===== src/pzc_defines.svh =====
// Constants for the impedance status and byte-lane configuration register bank
`ifndef PZC_DEFINES_SVH
`define PZC_DEFINES_SVH
`define PZC_SEG_N 4
`define PZC_LANE_N 9
`define PZC_RANK_N 4
`define PZC_ADDR_W 8
// Register byte offsets
`define PZC_OFS_MAIN_BASE 8'h00
`define PZC_OFS_RES_BASE 8'h10
`define PZC_OFS_LANE_BASE 8'h20
`define PZC_OFS_INT_STAT 8'h44
`define PZC_OFS_INT_MASK 8'h48
`define PZC_OFS_LANE_RUN 8'h4c
// Main status fields
`define PZC_MAIN_DONE_BIT 31
`define PZC_MAIN_ERR_BIT 30
// Result status fields, two bits each
`define PZC_RES_W 8
`define PZC_RES_DPD_LSB 0
`define PZC_RES_DPU_LSB 2
`define PZC_RES_TPD_LSB 4
`define PZC_RES_TPU_LSB 6
// Calibration result codes
`define PZC_CAL_OK 2'h0
`define PZC_CAL_OVF 2'h1
`define PZC_CAL_UNF 2'h2
`define PZC_CAL_BUSY 2'h3
// Lane configuration fields and resets
`define PZC_CFG_SKIP_BIT 31
`define PZC_CFG_MDL_BIT 30
`define PZC_CFG_WL_MSB 29
`define PZC_CFG_WL_LSB 26
`define PZC_CFG_RSV_MSB 25
`define PZC_CFG_RSV_LSB 20
`define PZC_CFG_SKIP_RST 1'b0
`define PZC_CFG_MDL_RST 1'b1
`define PZC_CFG_WL_RST 4'hf
// Interrupt layout: done per segment, then error per segment
`define PZC_INT_W 8
`define PZC_INT_DONE_LSB 0
`define PZC_INT_ERR_LSB 4
// Bus answers
`define PZC_RESP_OKAY 2'h0
`define PZC_RESP_SLVERR 2'h2
`endif


===== src/pzc_pkg.sv =====
// Types shared by the register bank and the lane controller
`default_nettype none
`include "pzc_defines.svh"
package pzc_pkg;
  typedef enum logic [2:0] {
    PZC_L_IDLE = 3'b001,
    PZC_L_INIT = 3'b010,
    PZC_L_RUN = 3'b100
  } pzc_lane_st_t;
  typedef struct packed {
    logic auto_period_cal_skip;
    logic master_delay_line_enable;
    logic [`PZC_RANK_N-1:0] wrlvl_rank_enable;
  } pzc_lane_cfg_t;
endpackage
`default_nettype wire


===== src/pzc_lane_if.sv =====
// Configuration down to one byte lane and its state back up
`timescale 1ns/1ns
`default_nettype none
interface pzc_lane_if;
  import pzc_pkg::*;
  pzc_lane_cfg_t cfg;
  pzc_lane_st_t st;
  modport ctrl (output cfg, input st);
  modport lane (input cfg, output st);
endinterface
`default_nettype wire


===== src/pzc_top.sv =====
// AXI4-Lite register bank for impedance status and byte-lane configuration
// Operation
// [RULE1] Pull-down drive status: 0 ok, 1 overflow, 2 underflow, 3 busy.
// [RULE2] Pull-up drive status in result bits 3:2, same codes.
// [RULE3] Termination pull-down status in result bits 5:4, same codes.
// [RULE4] Termination pull-up status in result bits 7:6, same codes.
// [RULE5] Result register read-only, resets zero, bits 31:8 read zero.
// [RULE6] Status registers exist once per segment, four segments.
// [RULE7] Lane configuration exists once per lane, nine lanes, independent.
// [RULE8] Skip bit 31 (reset 0) stops automatic measurement after init.
// [RULE9] Enable bit 30 (reset 1) keeps repeated filtered measurements running.
// [RULE10] Initial measurement after init or trigger; continue needs lane AND common.
// [RULE11] Bits 29:26 (reset all ones) enable leveling, bit i for rank i.
// [RULE12] Disabled ranks: responses ignored, leveling flagged done.
// [RULE13] Lane bits 25:20 read-only zero.
// [RULE14] Main status: done bit 31, error bit 30, read-only, reset zero.
// [RULE15] Status follows engine continuously; reads harmless, read-only writes ignored.
//
// Our own choices: the address map and the AXI4-Lite interface to the registers.
`timescale 1ns/1ns
`default_nettype none
module pzc_top
  import pzc_pkg::*;
(
  input wire logic i_sys_clk,
  input wire logic i_rst,
  input wire logic [`PZC_ADDR_W-1:0] i_awaddr,
  input wire logic i_awvalid,
  output logic o_awready,
  input wire logic [31:0] i_wdata,
  input wire logic [3:0] i_wstrb,
  input wire logic i_wvalid,
  output logic o_wready,
  output logic [1:0] o_bresp,
  output logic o_bvalid,
  input wire logic i_bready,
  input wire logic [`PZC_ADDR_W-1:0] i_araddr,
  input wire logic i_arvalid,
  output logic o_arready,
  output logic [31:0] o_rdata,
  output logic [1:0] o_rresp,
  output logic o_rvalid,
  input wire logic i_rready,
  input wire logic [`PZC_SEG_N-1:0] i_zq_done,
  input wire logic [`PZC_SEG_N-1:0] i_zq_err,
  input wire logic [`PZC_SEG_N*`PZC_RES_W-1:0] i_zq_state,
  input wire logic i_init_done,
  input wire logic i_cal_trigger,
  input wire logic i_common_mdl_en,
  input wire logic [`PZC_LANE_N-1:0] i_meas_done,
  input wire logic [`PZC_LANE_N*`PZC_RANK_N-1:0] i_wl_resp,
  output logic [`PZC_LANE_N-1:0] o_meas_start,
  output logic [`PZC_LANE_N-1:0] o_mdl_cont,
  output logic [`PZC_LANE_N*`PZC_RANK_N-1:0] o_wl_done,
  output logic [`PZC_LANE_N*`PZC_RANK_N-1:0] o_wl_resp,
  output logic o_irq
);
  // Status copies
  logic [`PZC_SEG_N-1:0] done_r, done_nxt, err_r, err_nxt;
  logic [`PZC_RES_W-1:0] res_r [`PZC_SEG_N], res_nxt [`PZC_SEG_N];
  // Software state
  pzc_lane_cfg_t cfg_r [`PZC_LANE_N], cfg_nxt [`PZC_LANE_N];
  logic [`PZC_INT_W-1:0] stat_r, stat_nxt, mask_r, mask_nxt, ev, w1c;
  logic irq_r, irq_nxt;
  logic [`PZC_LANE_N-1:0] lane_run;
  // Bus state
  logic aw_held_r, aw_held_nxt, w_held_r, w_held_nxt, bvalid_r, bvalid_nxt;
  logic awready_r, awready_nxt, wready_r, wready_nxt, arready_r, arready_nxt;
  logic rvalid_r, rvalid_nxt, do_wr;
  logic [`PZC_ADDR_W-1:0] aw_addr_r, aw_addr_nxt;
  logic [31:0] w_data_r, w_data_nxt, rdata_r, rdata_nxt, rd_word;
  logic [3:0] w_strb_r, w_strb_nxt;
  logic [1:0] bresp_r, bresp_nxt, rresp_r, rresp_nxt, rd_resp;
  logic [`PZC_ADDR_W-1:0] rd_addr_r, rd_addr_nxt;

  // Word index of an aligned address inside a block of n words, or -1 outside or unaligned
  function automatic int pzc_slot(input logic [`PZC_ADDR_W-1:0] addr,
                                  input logic [`PZC_ADDR_W-1:0] base, input int n);
    int idx;
    idx = int'((addr - base) >> 2);
    if (addr < base || addr[1:0] != 2'h0 || idx >= n) begin
      return -1;
    end
    return idx;
  endfunction

  ////////////////////////////////////////////////////////////////////////
  // Lanes, one controller each
  genvar g;
  generate
    for (g = 0; g < `PZC_LANE_N; g++) begin : gen_lane
      pzc_lane_if lif ();
      // [RULE7] Each lane sees only its own config
      assign lif.cfg = cfg_r[g];
      assign lane_run[g] = (lif.st == PZC_L_RUN);
      pzc_lane u_lane (
        .i_sys_clk(i_sys_clk),
        .i_rst(i_rst),
        .lif(lif),
        .i_init_done(i_init_done),
        .i_cal_trigger(i_cal_trigger),
        .i_common_mdl_en(i_common_mdl_en),
        .i_meas_done(i_meas_done[g]),
        .i_wl_resp(i_wl_resp[g*`PZC_RANK_N +: `PZC_RANK_N]),
        .o_meas_start(o_meas_start[g]),
        .o_mdl_cont(o_mdl_cont[g]),
        .o_wl_done(o_wl_done[g*`PZC_RANK_N +: `PZC_RANK_N]),
        .o_wl_resp(o_wl_resp[g*`PZC_RANK_N +: `PZC_RANK_N])
      );
    end
  endgenerate

  ////////////////////////////////////////////////////////////////////////
  // Read decode; no side effects on any read
  always_comb begin
    int s;
    s = 0;
    rd_word = 32'h0000_0000;
    rd_resp = `PZC_RESP_OKAY;
    if (pzc_slot(i_araddr, `PZC_OFS_MAIN_BASE, `PZC_SEG_N) >= 0) begin
      s = pzc_slot(i_araddr, `PZC_OFS_MAIN_BASE, `PZC_SEG_N);
      // [RULE14] Done and error flags
      rd_word[`PZC_MAIN_DONE_BIT] = done_r[s];
      rd_word[`PZC_MAIN_ERR_BIT] = err_r[s];
    end else if (pzc_slot(i_araddr, `PZC_OFS_RES_BASE, `PZC_SEG_N) >= 0) begin
      s = pzc_slot(i_araddr, `PZC_OFS_RES_BASE, `PZC_SEG_N);
      // [RULE5] Upper bits stay zero
      rd_word[`PZC_RES_W-1:0] = res_r[s];
    end else if (pzc_slot(i_araddr, `PZC_OFS_LANE_BASE, `PZC_LANE_N) >= 0) begin
      s = pzc_slot(i_araddr, `PZC_OFS_LANE_BASE, `PZC_LANE_N);
      // [RULE13] Reserved field left zero
      rd_word[`PZC_CFG_SKIP_BIT] = cfg_r[s].auto_period_cal_skip;
      rd_word[`PZC_CFG_MDL_BIT] = cfg_r[s].master_delay_line_enable;
      rd_word[`PZC_CFG_WL_MSB:`PZC_CFG_WL_LSB] = cfg_r[s].wrlvl_rank_enable;
    end else if (i_araddr == `PZC_OFS_INT_STAT) begin
      rd_word[`PZC_INT_W-1:0] = stat_r;
    end else if (i_araddr == `PZC_OFS_INT_MASK) begin
      rd_word[`PZC_INT_W-1:0] = mask_r;
    end else if (i_araddr == `PZC_OFS_LANE_RUN) begin
      rd_word[`PZC_LANE_N-1:0] = lane_run;
    end else begin
      rd_resp = `PZC_RESP_SLVERR;
    end
  end

  ////////////////////////////////////////////////////////////////////////
  // Next values: bus handshakes, status capture, config writes, interrupts
  always_comb begin
    int s;
    s = 0;
    // Write channel: address and data taken in either order, applied once both held
    do_wr = aw_held_r & w_held_r & ~bvalid_r;
    aw_held_nxt = (aw_held_r | (i_awvalid & awready_r)) & ~do_wr;
    w_held_nxt = (w_held_r | (i_wvalid & wready_r)) & ~do_wr;
    aw_addr_nxt = (i_awvalid & awready_r) ? i_awaddr : aw_addr_r;
    w_data_nxt = (i_wvalid & wready_r) ? i_wdata : w_data_r;
    w_strb_nxt = (i_wvalid & wready_r) ? i_wstrb : w_strb_r;
    bvalid_nxt = do_wr | (bvalid_r & ~i_bready);
    awready_nxt = ~aw_held_nxt & ~bvalid_nxt;
    wready_nxt = ~w_held_nxt & ~bvalid_nxt;
    bresp_nxt = bresp_r;
    // Read channel: one outstanding read
    rvalid_nxt = (i_arvalid & arready_r) | (rvalid_r & ~i_rready);
    rdata_nxt = (i_arvalid & arready_r) ? rd_word : rdata_r;
    rresp_nxt = (i_arvalid & arready_r) ? rd_resp : rresp_r;
    rd_addr_nxt = (i_arvalid & arready_r) ? i_araddr : rd_addr_r;
    arready_nxt = ~rvalid_nxt;
    // [RULE6] Four segments sampled every cycle
    // [RULE15] Status tracks the engine, never written
    done_nxt = i_zq_done;
    err_nxt = i_zq_err;
    for (int k = 0; k < `PZC_SEG_N; k++) begin
      // [RULE1] [RULE2] [RULE3] [RULE4] Field order as packed by the engine
      res_nxt[k] = i_zq_state[k*`PZC_RES_W +: `PZC_RES_W];
    end
    for (int k = 0; k < `PZC_LANE_N; k++) begin
      cfg_nxt[k] = cfg_r[k];
    end
    mask_nxt = mask_r;
    w1c = '0;
    if (do_wr) begin
      bresp_nxt = `PZC_RESP_OKAY;
      if (pzc_slot(aw_addr_r, `PZC_OFS_LANE_BASE, `PZC_LANE_N) >= 0) begin
        s = pzc_slot(aw_addr_r, `PZC_OFS_LANE_BASE, `PZC_LANE_N);
        // Only the top byte holds writable lane bits
        if (w_strb_r[3]) begin
          cfg_nxt[s].auto_period_cal_skip = w_data_r[`PZC_CFG_SKIP_BIT];
          cfg_nxt[s].master_delay_line_enable = w_data_r[`PZC_CFG_MDL_BIT];
          // [RULE11] Rank enable per bit
          cfg_nxt[s].wrlvl_rank_enable = w_data_r[`PZC_CFG_WL_MSB:`PZC_CFG_WL_LSB];
        end
      end else if (aw_addr_r == `PZC_OFS_INT_STAT) begin
        w1c = w_strb_r[0] ? w_data_r[`PZC_INT_W-1:0] : '0;
      end else if (aw_addr_r == `PZC_OFS_INT_MASK) begin
        mask_nxt = w_strb_r[0] ? w_data_r[`PZC_INT_W-1:0] : mask_r;
      end else if ((pzc_slot(aw_addr_r, `PZC_OFS_MAIN_BASE, `PZC_SEG_N) < 0)
                   && (pzc_slot(aw_addr_r, `PZC_OFS_RES_BASE, `PZC_SEG_N) < 0)
                   && (aw_addr_r != `PZC_OFS_LANE_RUN)) begin
        // Read-only registers swallow writes quietly; unmapped ones report error
        bresp_nxt = `PZC_RESP_SLVERR;
      end
    end
    // Rising done and error per segment; a new event beats a clear
    ev = '0;
    ev[`PZC_INT_DONE_LSB +: `PZC_SEG_N] = i_zq_done & ~done_r;
    ev[`PZC_INT_ERR_LSB +: `PZC_SEG_N] = i_zq_err & ~err_r;
    stat_nxt = (stat_r & ~w1c) | ev;
    irq_nxt = |(stat_nxt & mask_nxt);
  end

  // Registers only
  always_ff @(posedge i_sys_clk) begin
    if (i_rst) begin
      done_r <= '0;
      err_r <= '0;
      for (int k = 0; k < `PZC_SEG_N; k++) begin
        res_r[k] <= '0;
      end
      // [RULE8] [RULE9] [RULE11] Documented lane resets
      for (int k = 0; k < `PZC_LANE_N; k++) begin
        cfg_r[k] <= '{`PZC_CFG_SKIP_RST, `PZC_CFG_MDL_RST, `PZC_CFG_WL_RST};
      end
      stat_r <= '0;
      mask_r <= '0;
      irq_r <= 1'b0;
      aw_held_r <= 1'b0;
      w_held_r <= 1'b0;
      aw_addr_r <= '0;
      w_data_r <= '0;
      w_strb_r <= '0;
      bvalid_r <= 1'b0;
      bresp_r <= `PZC_RESP_OKAY;
      awready_r <= 1'b0;
      wready_r <= 1'b0;
      arready_r <= 1'b0;
      rvalid_r <= 1'b0;
      rdata_r <= '0;
      rresp_r <= `PZC_RESP_OKAY;
      rd_addr_r <= '0;
    end else begin
      done_r <= done_nxt;
      err_r <= err_nxt;
      res_r <= res_nxt;
      cfg_r <= cfg_nxt;
      stat_r <= stat_nxt;
      mask_r <= mask_nxt;
      irq_r <= irq_nxt;
      aw_held_r <= aw_held_nxt;
      w_held_r <= w_held_nxt;
      aw_addr_r <= aw_addr_nxt;
      w_data_r <= w_data_nxt;
      w_strb_r <= w_strb_nxt;
      bvalid_r <= bvalid_nxt;
      bresp_r <= bresp_nxt;
      awready_r <= awready_nxt;
      wready_r <= wready_nxt;
      arready_r <= arready_nxt;
      rvalid_r <= rvalid_nxt;
      rdata_r <= rdata_nxt;
      rresp_r <= rresp_nxt;
      rd_addr_r <= rd_addr_nxt;
    end
  end

  // Outputs straight from flops
  assign o_awready = awready_r;
  assign o_wready = wready_r;
  assign o_bvalid = bvalid_r;
  assign o_bresp = bresp_r;
  assign o_arready = arready_r;
  assign o_rvalid = rvalid_r;
  assign o_rdata = rdata_r;
  assign o_rresp = rresp_r;
  assign o_irq = irq_r;

  ////////////////////////////////////////////////////////////////////////
  // Checks on register contents and read data
  AST_RES_TRACKS: assert property (@(posedge i_sys_clk) disable iff (i_rst) // [RULE15]
    1'b1 |=> (res_r[0] == $past(i_zq_state[`PZC_RES_W-1:0]) && done_r == $past(i_zq_done)))
    else $error("status copy does not follow engine");
  AST_RES_UPPER_ZERO: assert property (@(posedge i_sys_clk) disable iff (i_rst) // [RULE5]
    (rvalid_r && pzc_slot(rd_addr_r, `PZC_OFS_RES_BASE, `PZC_SEG_N) >= 0) |-> (rdata_r[31:`PZC_RES_W] == '0))
    else $error("result upper bits not zero");
  AST_LANE_RSV_ZERO: assert property (@(posedge i_sys_clk) disable iff (i_rst) // [RULE13]
    (rvalid_r && pzc_slot(rd_addr_r, `PZC_OFS_LANE_BASE, `PZC_LANE_N) >= 0)
      |-> (rdata_r[`PZC_CFG_RSV_MSB:`PZC_CFG_RSV_LSB] == '0))
    else $error("lane reserved bits not zero");
  AST_CFG_RESET: assert property (@(posedge i_sys_clk) // [RULE11]
    $past(i_rst) |-> (cfg_r[0].wrlvl_rank_enable == `PZC_CFG_WL_RST
      && cfg_r[0].master_delay_line_enable && !cfg_r[0].auto_period_cal_skip))
    else $error("lane config reset value wrong");
  AST_MAIN_DONE_READ: assert property (@(posedge i_sys_clk) disable iff (i_rst) // [RULE14]
    (i_arvalid && arready_r && i_araddr == `PZC_OFS_MAIN_BASE) |=> (rdata_r[`PZC_MAIN_DONE_BIT] == $past(done_r[0])))
    else $error("done flag misreported");
endmodule
`default_nettype wire


===== src/pzc_lane.sv =====
// Per-lane period measurement sequencing and write-leveling rank filtering
`timescale 1ns/1ns
`default_nettype none
module pzc_lane
  import pzc_pkg::*;
(
  input wire logic i_sys_clk,
  input wire logic i_rst,
  pzc_lane_if.lane lif,
  input wire logic i_init_done,
  input wire logic i_cal_trigger,
  input wire logic i_common_mdl_en,
  input wire logic i_meas_done,
  input wire logic [`PZC_RANK_N-1:0] i_wl_resp,
  output logic o_meas_start,
  output logic o_mdl_cont,
  output logic [`PZC_RANK_N-1:0] o_wl_done,
  output logic [`PZC_RANK_N-1:0] o_wl_resp
);
  pzc_lane_st_t st_r, st_nxt;
  logic init_d_r, start_r, start_nxt, cont_r, cont_nxt, init_rise;
  logic [`PZC_RANK_N-1:0] wl_done_r, wl_done_nxt, wl_resp_r, wl_resp_nxt;

  ////////////////////////////////////////////////////////////////////////
  // Next state of the measurement sequencer
  always_comb begin
    init_rise = i_init_done & ~init_d_r;
    st_nxt = st_r;
    start_nxt = 1'b0;
    case (st_r)
      PZC_L_IDLE: begin
        // [RULE8] Skip blocks auto start
        if ((init_rise & ~lif.cfg.auto_period_cal_skip) | i_cal_trigger) begin
          st_nxt = PZC_L_INIT;
          start_nxt = 1'b1;
        end
      end
      PZC_L_INIT: begin
        if (i_meas_done) begin
          st_nxt = PZC_L_RUN;
        end
      end
      PZC_L_RUN: begin
        // [RULE10] Manual retrigger restarts initial measurement
        if (i_cal_trigger) begin
          st_nxt = PZC_L_INIT;
          start_nxt = 1'b1;
        end
      end
      default: st_nxt = PZC_L_IDLE;
    endcase
    // [RULE9] Continue while lane enable held
    // [RULE10] Lane enable ANDed with common
    cont_nxt = (st_nxt == PZC_L_RUN) & lif.cfg.master_delay_line_enable & i_common_mdl_en;
    // [RULE12] Disabled ranks ignored, flagged done
    wl_resp_nxt = i_wl_resp & lif.cfg.wrlvl_rank_enable;
    wl_done_nxt = i_wl_resp | ~lif.cfg.wrlvl_rank_enable;
  end

  // Registers only
  always_ff @(posedge i_sys_clk) begin
    if (i_rst) begin
      st_r <= PZC_L_IDLE;
      init_d_r <= 1'b0;
      start_r <= 1'b0;
      cont_r <= 1'b0;
      wl_done_r <= '0;
      wl_resp_r <= '0;
    end else begin
      st_r <= st_nxt;
      init_d_r <= i_init_done;
      start_r <= start_nxt;
      cont_r <= cont_nxt;
      wl_done_r <= wl_done_nxt;
      wl_resp_r <= wl_resp_nxt;
    end
  end

  assign lif.st = st_r;
  assign o_meas_start = start_r;
  assign o_mdl_cont = cont_r;
  assign o_wl_done = wl_done_r;
  assign o_wl_resp = wl_resp_r;

  ////////////////////////////////////////////////////////////////////////
  // Checks on the lane outputs
  AST_SKIP_NO_START: assert property (@(posedge i_sys_clk) disable iff (i_rst) // [RULE8]
    (st_r == PZC_L_IDLE && init_rise && lif.cfg.auto_period_cal_skip && !i_cal_trigger) |=> !o_meas_start)
    else $error("auto start despite skip");
  AST_AUTO_START: assert property (@(posedge i_sys_clk) disable iff (i_rst) // [RULE10]
    (st_r == PZC_L_IDLE && init_rise && !lif.cfg.auto_period_cal_skip) |=> (o_meas_start && st_r == PZC_L_INIT))
    else $error("no initial measurement after init");
  AST_CONT_GATED: assert property (@(posedge i_sys_clk) disable iff (i_rst) // [RULE9]
    o_mdl_cont |-> (st_r == PZC_L_RUN && $past(lif.cfg.master_delay_line_enable) && $past(i_common_mdl_en)))
    else $error("continuous measurement without enables");
  AST_WL_MASK: assert property (@(posedge i_sys_clk) disable iff (i_rst) // [RULE12]
    1'b1 |=> (((o_wl_resp & ~$past(lif.cfg.wrlvl_rank_enable)) == '0)
      && ((o_wl_done | $past(lif.cfg.wrlvl_rank_enable)) == '1)))
    else $error("disabled rank not ignored or not done");
endmodule
`default_nettype wire


===== config.mk =====
export PLATFORM = sky130hd
export DESIGN_NAME = pzc_top
export DESIGN_NICKNAME = d
export VERILOG_FILES = /design/src/pzc_pkg.sv /design/src/pzc_lane_if.sv /design/src/pzc_top.sv /design/src/pzc_lane.sv
export VERILOG_INCLUDE_DIRS = /design/src
export SDC_FILE = /design/constraint.sdc
export NUM_CORES = 1
export LEC_CHECK = 0
export BUFFER_PORTS_ARGS = -buffer_cell sky130_fd_sc_hd__buf_4
export CORE_AREA = 2 2 130 195
export CTS_CLUSTER_DIAMETER = 60
export CTS_CLUSTER_SIZE = 24
export DETAILED_ROUTE_END_ITERATION = 8
export DIE_AREA = 0 0 132 197
export PLACE_DENSITY = 0.75
export SETUP_SLACK_MARGIN = 0.1
export SYNTH_ARGS = -nofsm -noshare
export SYNTH_HDL_FRONTEND = slang
export SYNTH_HIERARCHICAL = 1
export SYNTH_SLANG_ARGS = --single-unit

===== constraint.sdc =====
create_clock -name i_sys_clk -period 2.2 [get_ports i_sys_clk]
set_clock_uncertainty 0.05 [all_clocks]
set_input_delay 0.11 -clock i_sys_clk [delete_from_list [all_inputs] [get_ports i_sys_clk]]
set_output_delay 0.11 -clock i_sys_clk [all_outputs]
set_load 0.01 [all_outputs]

=== Yosys cells after proc, flatten, opt, wreduce, memory -nomap -nowiden ===
Cells that the tools add are included.

* Flip-flop bits (word level): 299
* Bits of input ports: 147
* Word-level logic and storage cells: 461
* Output and inout port bits: 132

* Bitwise operators: 108
* Reductions and logical operators: 19
* $lt $le $gt $ge: 23
* $add $sub $neg: 4
* Multiplexer cells: 170
* Equality and inequality tests: 42

{| class="wikitable"
|+ Operator list
! kind !! count
|-
| $mux 32 || 36
|-
| $bwmux 54 || 3
|-
| $ge 32x1->1 const B || 4
|-
| $mux 8 || 14
|-
| $lt 32x1->1 const B || 3
|-
| $not 32->32 || 3
|-
| $mux 3 || 27
|-
| $pmux 3 s3 || 9
|-
| $demux 6 s4 || 3
|-
| $ge 32x5->1 const B || 2
|-
| $ge 30x3->1 const B || 2
|-
| $ge 30x4->1 const B || 2
|-
| $eq 3x3->1 const B || 18
|-
| $and 4x4->4 || 11
|-
| $not 4->4 || 11
|-
| $mux 1 || 43
|-
| $eq 8x7->1 const B || 5
|-
| $and 1x1->1 || 39
|-
| $or 4x4->4 || 9
|-
| $ge 32x3->1 const B || 1
|-
| $lt 32x4->1 const B || 1
|-
| $mux 6 || 5
|-
| $eq 3x1->1 const B || 9
|-
| $eq 3x2->1 const B || 9
|-
| other kinds (25) || 97
|}

=== Logic depth before layout (Yosys ltp) ===
* Depth in word-level cells: 30
* Gate-level depth with buffers: 11
* Gate-level depth less buffers: 9

=== By module ===
Netlist, hierarchy kept.

{| class="wikitable"
|+ By module, submodules not included
! module !! times used !! area an instance (um^2) !! cells each !! seq. area each (um^2)
|-
| pzc_top || 1 || 7,304.5 || 834 || 3,183.1
|-
| pzc_lane || 9 || 486.7 || 51 || 280.3
|}

=== Worst setup path after synthesis ===
Ideal clock, no wire load.

* Path kind: input -> register
* Start: in i_araddr[5]
* End: reg rdata_r[26], in the netlist o_rdata[26]
* Slack: -0.164 ns
* Buffers on the path: 2
* Stages on the path: 11
* Data required time: 2.063 ns
* Setup time: 0.087 ns
* Arrival time: 2.227 ns
* Cell sequence: clkbuf_1 inv_1 ha_1 ha_1 nor2b_1 nand4_2 a2111oi_4 buf_4 a221oi_1 o211a_1 o31ai_1

* Longest elaborated chain between the ends: 18
* Elaborated cells between the ends (all ways): 46
* Classes of those cells: 2 x add/sub; 9 x order compare; 28 x mux; 1 x bitwise; 6 x reduce/logical

{| class="wikitable"
|+ Ends and longest elaborated chain
! item !! RTL line !! source
|-
| start: declaration || pzc_top.sv:37 || <nowiki>input wire logic [`PZC_ADDR_W-1:0] i_araddr,</nowiki>
|-
| $sub 8x6->9 / $lt 8x6->1 (equally long branches) || pzc_top.sv:80, pzc_top.sv:81 ||
|-
| $ge 30x4->1 / $logic_or 1x1->1 (equally long branches) || pzc_top.sv:81 || <nowiki>if (addr < base || addr[1:0] != 2'h0 || idx >= n) begin</nowiki>
|-
| $logic_or 1x1->1 || pzc_top.sv:81 ||
|-
| $mux 1 || pzc_top.sv:81 ||
|-
| $mux 1 || pzc_top.sv:129 || <nowiki>end else if (pzc_slot(i_araddr, `PZC_OFS_LANE_BASE, `PZC_LANE_N) >= 0) begin</nowiki>
|-
| $mux 1 || pzc_top.sv:125 || <nowiki>end else if (pzc_slot(i_araddr, `PZC_OFS_RES_BASE, `PZC_SEG_N) >= 0) begin</nowiki>
|-
| $mux 1 || pzc_top.sv:120 || <nowiki>if (pzc_slot(i_araddr, `PZC_OFS_MAIN_BASE, `PZC_SEG_N) >= 0) begin</nowiki>
|-
| $mux 32 || pzc_top.sv:84 || <nowiki>return idx;</nowiki>
|-
| $mux 32 || pzc_top.sv:129 ||
|-
| $mux 32 || pzc_top.sv:125 ||
|-
| $mux 32 || pzc_top.sv:120 ||
|-
| $not 32->32 (implied by the code) || pzc_top.sv:134 || <nowiki>rd_word[`PZC_CFG_WL_MSB:`PZC_CFG_WL_LSB] = cfg_r[s].wrlvl_rank_enable;</nowiki>
|-
| $bmux 6 s4 || pzc_top.sv:134 ||
|-
| $mux 6 (implied by the code) (2 in series) || pzc_top.sv:134 ||
|-
| $mux 6 || pzc_top.sv:129 ||
|-
| $mux 6 || pzc_top.sv:125 ||
|-
| $mux 4 (*) || pzc_top.sv:120 ||
|-
| end signal: assignment || pzc_top.sv:259 || <nowiki>rdata_r <= rdata_nxt;</nowiki>
|-
| end: declaration || pzc_top.sv:71 || <nowiki>logic [31:0] w_data_r, w_data_nxt, rdata_r, rdata_nxt, rd_word;</nowiki>
|}

Mark *: on every way between the ends. The rest lies on a longest branch, timed or not. The select of a mux whose other input is x is not followed.
A chain may end at the register's enable or synchronous reset.

=== Worst setup path after layout ===
* Start: reg aw_addr_r[5]
* End: reg cfg_r[10] in the netlist's numbering

* Longest elaborated chain between the ends: 16
* Elaborated cells between the ends (all ways): 28
* Classes of those cells: 1 x add/sub; 5 x order compare; 17 x mux; 1 x bitwise; 4 x reduce/logical

{| class="wikitable"
|+ Ends and longest elaborated chain
! item !! RTL line !! source
|-
| start: declaration || pzc_top.sv:70 || <nowiki>logic [`PZC_ADDR_W-1:0] aw_addr_r, aw_addr_nxt;</nowiki>
|-
| start signal: assignment || pzc_top.sv:250 || <nowiki>aw_addr_r <= aw_addr_nxt;</nowiki>
|-
| $sub 8x6->9 / $lt 8x6->1 (equally long branches) || pzc_top.sv:80, pzc_top.sv:81 ||
|-
| $ge 30x4->1 / $logic_or 1x1->1 (equally long branches) || pzc_top.sv:81 ||
|-
| $logic_or 1x1->1 || pzc_top.sv:81 ||
|-
| $mux 1 || pzc_top.sv:81 ||
|-
| $mux 1 || pzc_top.sv:183 || <nowiki>if (pzc_slot(aw_addr_r, `PZC_OFS_LANE_BASE, `PZC_LANE_N) >= 0) begin</nowiki>
|-
| $mux 1 || pzc_top.sv:181 || <nowiki>if (do_wr) begin</nowiki>
|-
| $mux 32 || pzc_top.sv:84 ||
|-
| $mux 32 || pzc_top.sv:183 ||
|-
| $mux 32 || pzc_top.sv:181 ||
|-
| $not 32->32 || pzc_top.sv:187, pzc_top.sv:188, pzc_top.sv:190 ||
|-
| $ge 32x5->1 / $lt 32x1->1 (equally long branches) || pzc_top.sv:188 || <nowiki>cfg_nxt[s].master_delay_line_enable = w_data_r[`PZC_CFG_MDL_BIT];</nowiki>
|-
| $logic_and 1x1->1 || pzc_top.sv:188 ||
|-
| $mux 5 || pzc_top.sv:188 ||
|-
| $demux 6 s4 || pzc_top.sv:188 ||
|-
| $bwmux 54 || pzc_top.sv:188 ||
|-
| $bwmux 54 || pzc_top.sv:190 || <nowiki>cfg_nxt[s].wrlvl_rank_enable = w_data_r[`PZC_CFG_WL_MSB:`PZC_CFG_WL_LSB];</nowiki>
|-
| end signal: indexed assignment || pzc_top.sv:221 || <nowiki>cfg_r[k] <= '{`PZC_CFG_SKIP_RST, `PZC_CFG_MDL_RST, `PZC_CFG_WL_RST};</nowiki>
|-
| end signal: assignment || pzc_top.sv:244 || <nowiki>cfg_r <= cfg_nxt;</nowiki>
|-
| end: declaration || pzc_top.sv:62 || <nowiki>pzc_lane_cfg_t cfg_r [`PZC_LANE_N], cfg_nxt [`PZC_LANE_N];</nowiki>
|}

Several ways; a longest one is shown, not always the timed one. The select of a mux whose other input is x is not followed.

==> results.md <==
* Async SR Flop Fraction at 0%
* Max clock buf depth at 3
* Critical Path End Type: flip-flop
* Combinational power share at about 14%
* Final setup vio count at 39
* Final wirelength at 34300 µm
* Fin. Hold Viols at 0
* Top-area cell type share of the netlist area at 48.8%
* Sw Ratio at 25.4%
* Status: complete, but fails checks
* Kind of critical path: flip-flop to flip-flop
* Cell-internal power at about 7.6 mW
* Syn Inst Count at 1293
* Antenna Nets Post-Route at 0
* RSZ-0062 raised after global routing: yes
* Critical Path RT at 2.55 ns
* Psw at 2.58 mW
* Setup slack after layout at -0.0872 ns
* Initial Utilization at 48.2%
* Maximum number of pins on one net before global-route repair at 90
* Fin util at between 60% and 70%
* Vias in the first global route at around 11000
* Die Footprint at 26000 µm²
* Post-synth EDFFs at 0
* Seq cells post-synth at approximately 290
* Synth area leader: dfxtp_1
* Clock root cell: clkbuf_16
* Detailed-route DRC error count at 0
* Port bufs at 239
* Top FF cell, synth: dfxtp_1
* Final Cell Area at 16100 µm²
* CP startpoint kind: flip-flop
* Most frequent cell after synthesis: dfxtp_1
* Core box area at 24300 µm²
* Via density at approximately 5.4
* P per Cell Area at 629 nW/µm²
* Nets@finish at 1847
* CTS buffer count at 16
* CTS HTree Levels at 1
* Sequential share of the synthesized area at 48.8%
* Pins Over Slew Limit at 0
* Clock latency on the worst-skew pair at 0.50 ns
* Max_cap viols at 0
* Via count at 10800
* Leakage power at slightly below 7 nW
* Top achievable clock speed at 437 MHz
* Initial antenna violation count at 0
* Synth top area cells: dfxtp_1, nor2b_1, nand2_1
* Violated checks: setup timing
* Slew @ Worst Pin at ~0.67 ns
* Post-synth cell types at 73
* Rel. slew slack at a little over half
* Row Count at 70
* Mapped Area at between 10000 and 15000 µm²
* Grt total ovfl at 0
* Hold Crit Class: primary input to flip-flop
* Crit path max fanout at 6
* Power Total at 10.2 mW
* HPWL reported at the end of detailed placement at 23800 µm
* Synth cell count leaders: dfxtp_1, nand2_1, nor2_1
* Area grow syn2layout at 38.2%
* Post-route clock period utilization at 104%
* Synthesis Warnings at 6
* Tmin final at about 2.3 ns
* Die Wd at about 130 µm
* Initial DRC Count at 593
* Ant diodes at 0
* GPL Wtd Cong at a little over 0.9
* Clock power frac at just over 30%
* Ratio of cells with drive above 1 in the final layout at approximately a quarter
* DR pass1 iterations at 5
* Clk sink count at between 200 and 300
* Placed Area at 14100 µm²
* Reg power frac at between 50 and 60%
* WL/cell at 17.0 µm
* CTS tree: done
* Critical path arrival at approximately 2.6 ns
* Syn_area_per_cell at 9.04 µm²
* Chip height at 197 µm
* First-pass GRT wire length at 53400 µm
* Total GRT Usage at 25.3%
* Peak VDD IR at 553 µV
* I/O pin total at around 280
* Setup_tns at -1.30 ns
* Clock-pin slew of the registers on the worst-case setup and hold paths at 0.10 ns
-- final cells by class --
class | instances | area (µm²)
clock inverter | 3 | 36.3
timing repair buffer | 444 | 3740
sequential | 285 | 5710
multi-input combinational | 888 | 5620
fill | 1920 | 8110
clock buffer | 17 | 425
tap | 324 | 405
inverter | 59 | 221
-- routing by layer --
metal	global-route usage, %	routed length (µm)
met4	12.2	1750
met3	2.65	1770
met2	48.2	18200
met1	27.7	12500
met5	0	0
-- worst max-delay path, stage by stage (launching register included) --
cell,delay (ns)
dfxtp_2,0.35
inv_2,0.05
ha_4,0.16
ha_4,0.25
nor4b_4,0.20
and4_4,0.26
buf_6,0.10
and3_4,0.26
and2b_4,0.22
nor2b_1,0.06
a211o_1,0.22
-- cell families after synthesis --
family | count (synthesis) | share of synthesized area (%)
xor gates and xnor gates | 1 | 0.0750
and+or+nand+nor | 527 | 23.7
DFF | 285 | 48.8
adders and majority gates | 6 | 0.642
other | 1 | 0.0321
buffers and inverters | 139 | 5.42
muxes | 26 | 2.48
AOI/OAI and AO/OA | 308 | 18.8
-- timing repair --
item | CTS | global route
setup buffers | 20 | 7
hold endpoints to repair | 180 | 0
cloned | 4 | 2
setup endpoints to repair | 49 | 67
hold buffers | 115 | 0
pin swaps | 23 | 27
gates resized for setup | 36 | 21
-- final timing paths --
kind | start | end | slack, ns | depth (start not counted)
max | aw_addr_r[5] | cfg_r[10] | -0.09 | 10
min reg2reg | w_held_r | o_wready | 0.41 | 1
min | i_awvalid | aw_addr_r[7] | 0.02 | 4
max reg2reg | aw_addr_r[5] | cfg_r[10] | -0.09 | 10
-- cells in the final DEF, fill, tap and decap left out, types with 11 or more instances in the layout --
cell type	count
buf_4	305
mux2i_1	20
inv_1	56
a22oi_1	11
dfxtp_1	283
nand3_1	14
a211o_1	53
clkbuf_16	17
buf_6	17
nor2_1	109
conb_1	19
a21oi_1	94
dlygate4sd3_1	115
nor2b_1	97
o21ai_0	40
nor4b_1	26
nand3b_1	11
nand2_1	170
-- power groups by stage --
stage	registers, mW	clock network [mW]	logic, mW
floorplan	5.71	0	0.649
global placement	5.69	0	1.22
detailed placement	5.70	0	1.25
CTS	5.58	3.19	1.43
global route	5.62	3.37	1.58
finish	5.59	3.12	1.45
-- flip-flops by register name, summed over array words and instances, names as in the netlist, 9 cells and up --
signal	flops
w_data_r	14
o_rdata	15
gen_lane.u_lane/o_mdl_cont	9
gen_lane.u_lane/o_wl_done	36
res_r	32
cfg_r	54
gen_lane.u_lane/o_meas_start	9
gen_lane.u_lane/init_d_r	9
gen_lane.u_lane/o_wl_resp	36
gen_lane.u_lane/lif.st	27
-- metrics by stage --
| step | hold WS [ns] | setup WS (ns) | std cells |
|---|---|---|---|
| after floorplan | 0.129 | 0.0573 | 1311 |
| after global placement | 0.276 | -0.0452 | 1857 |
| after detailed placement | 0.274 | -0.129 | 1857 |
| after CTS | 0.00188 | -0.0496 | 2016 |
| after global routing | 0.0454 | -0.184 | 2020 |
| final | 0.0222 | -0.0872 | 2020 |
Power figures use the tool's default switching activity.
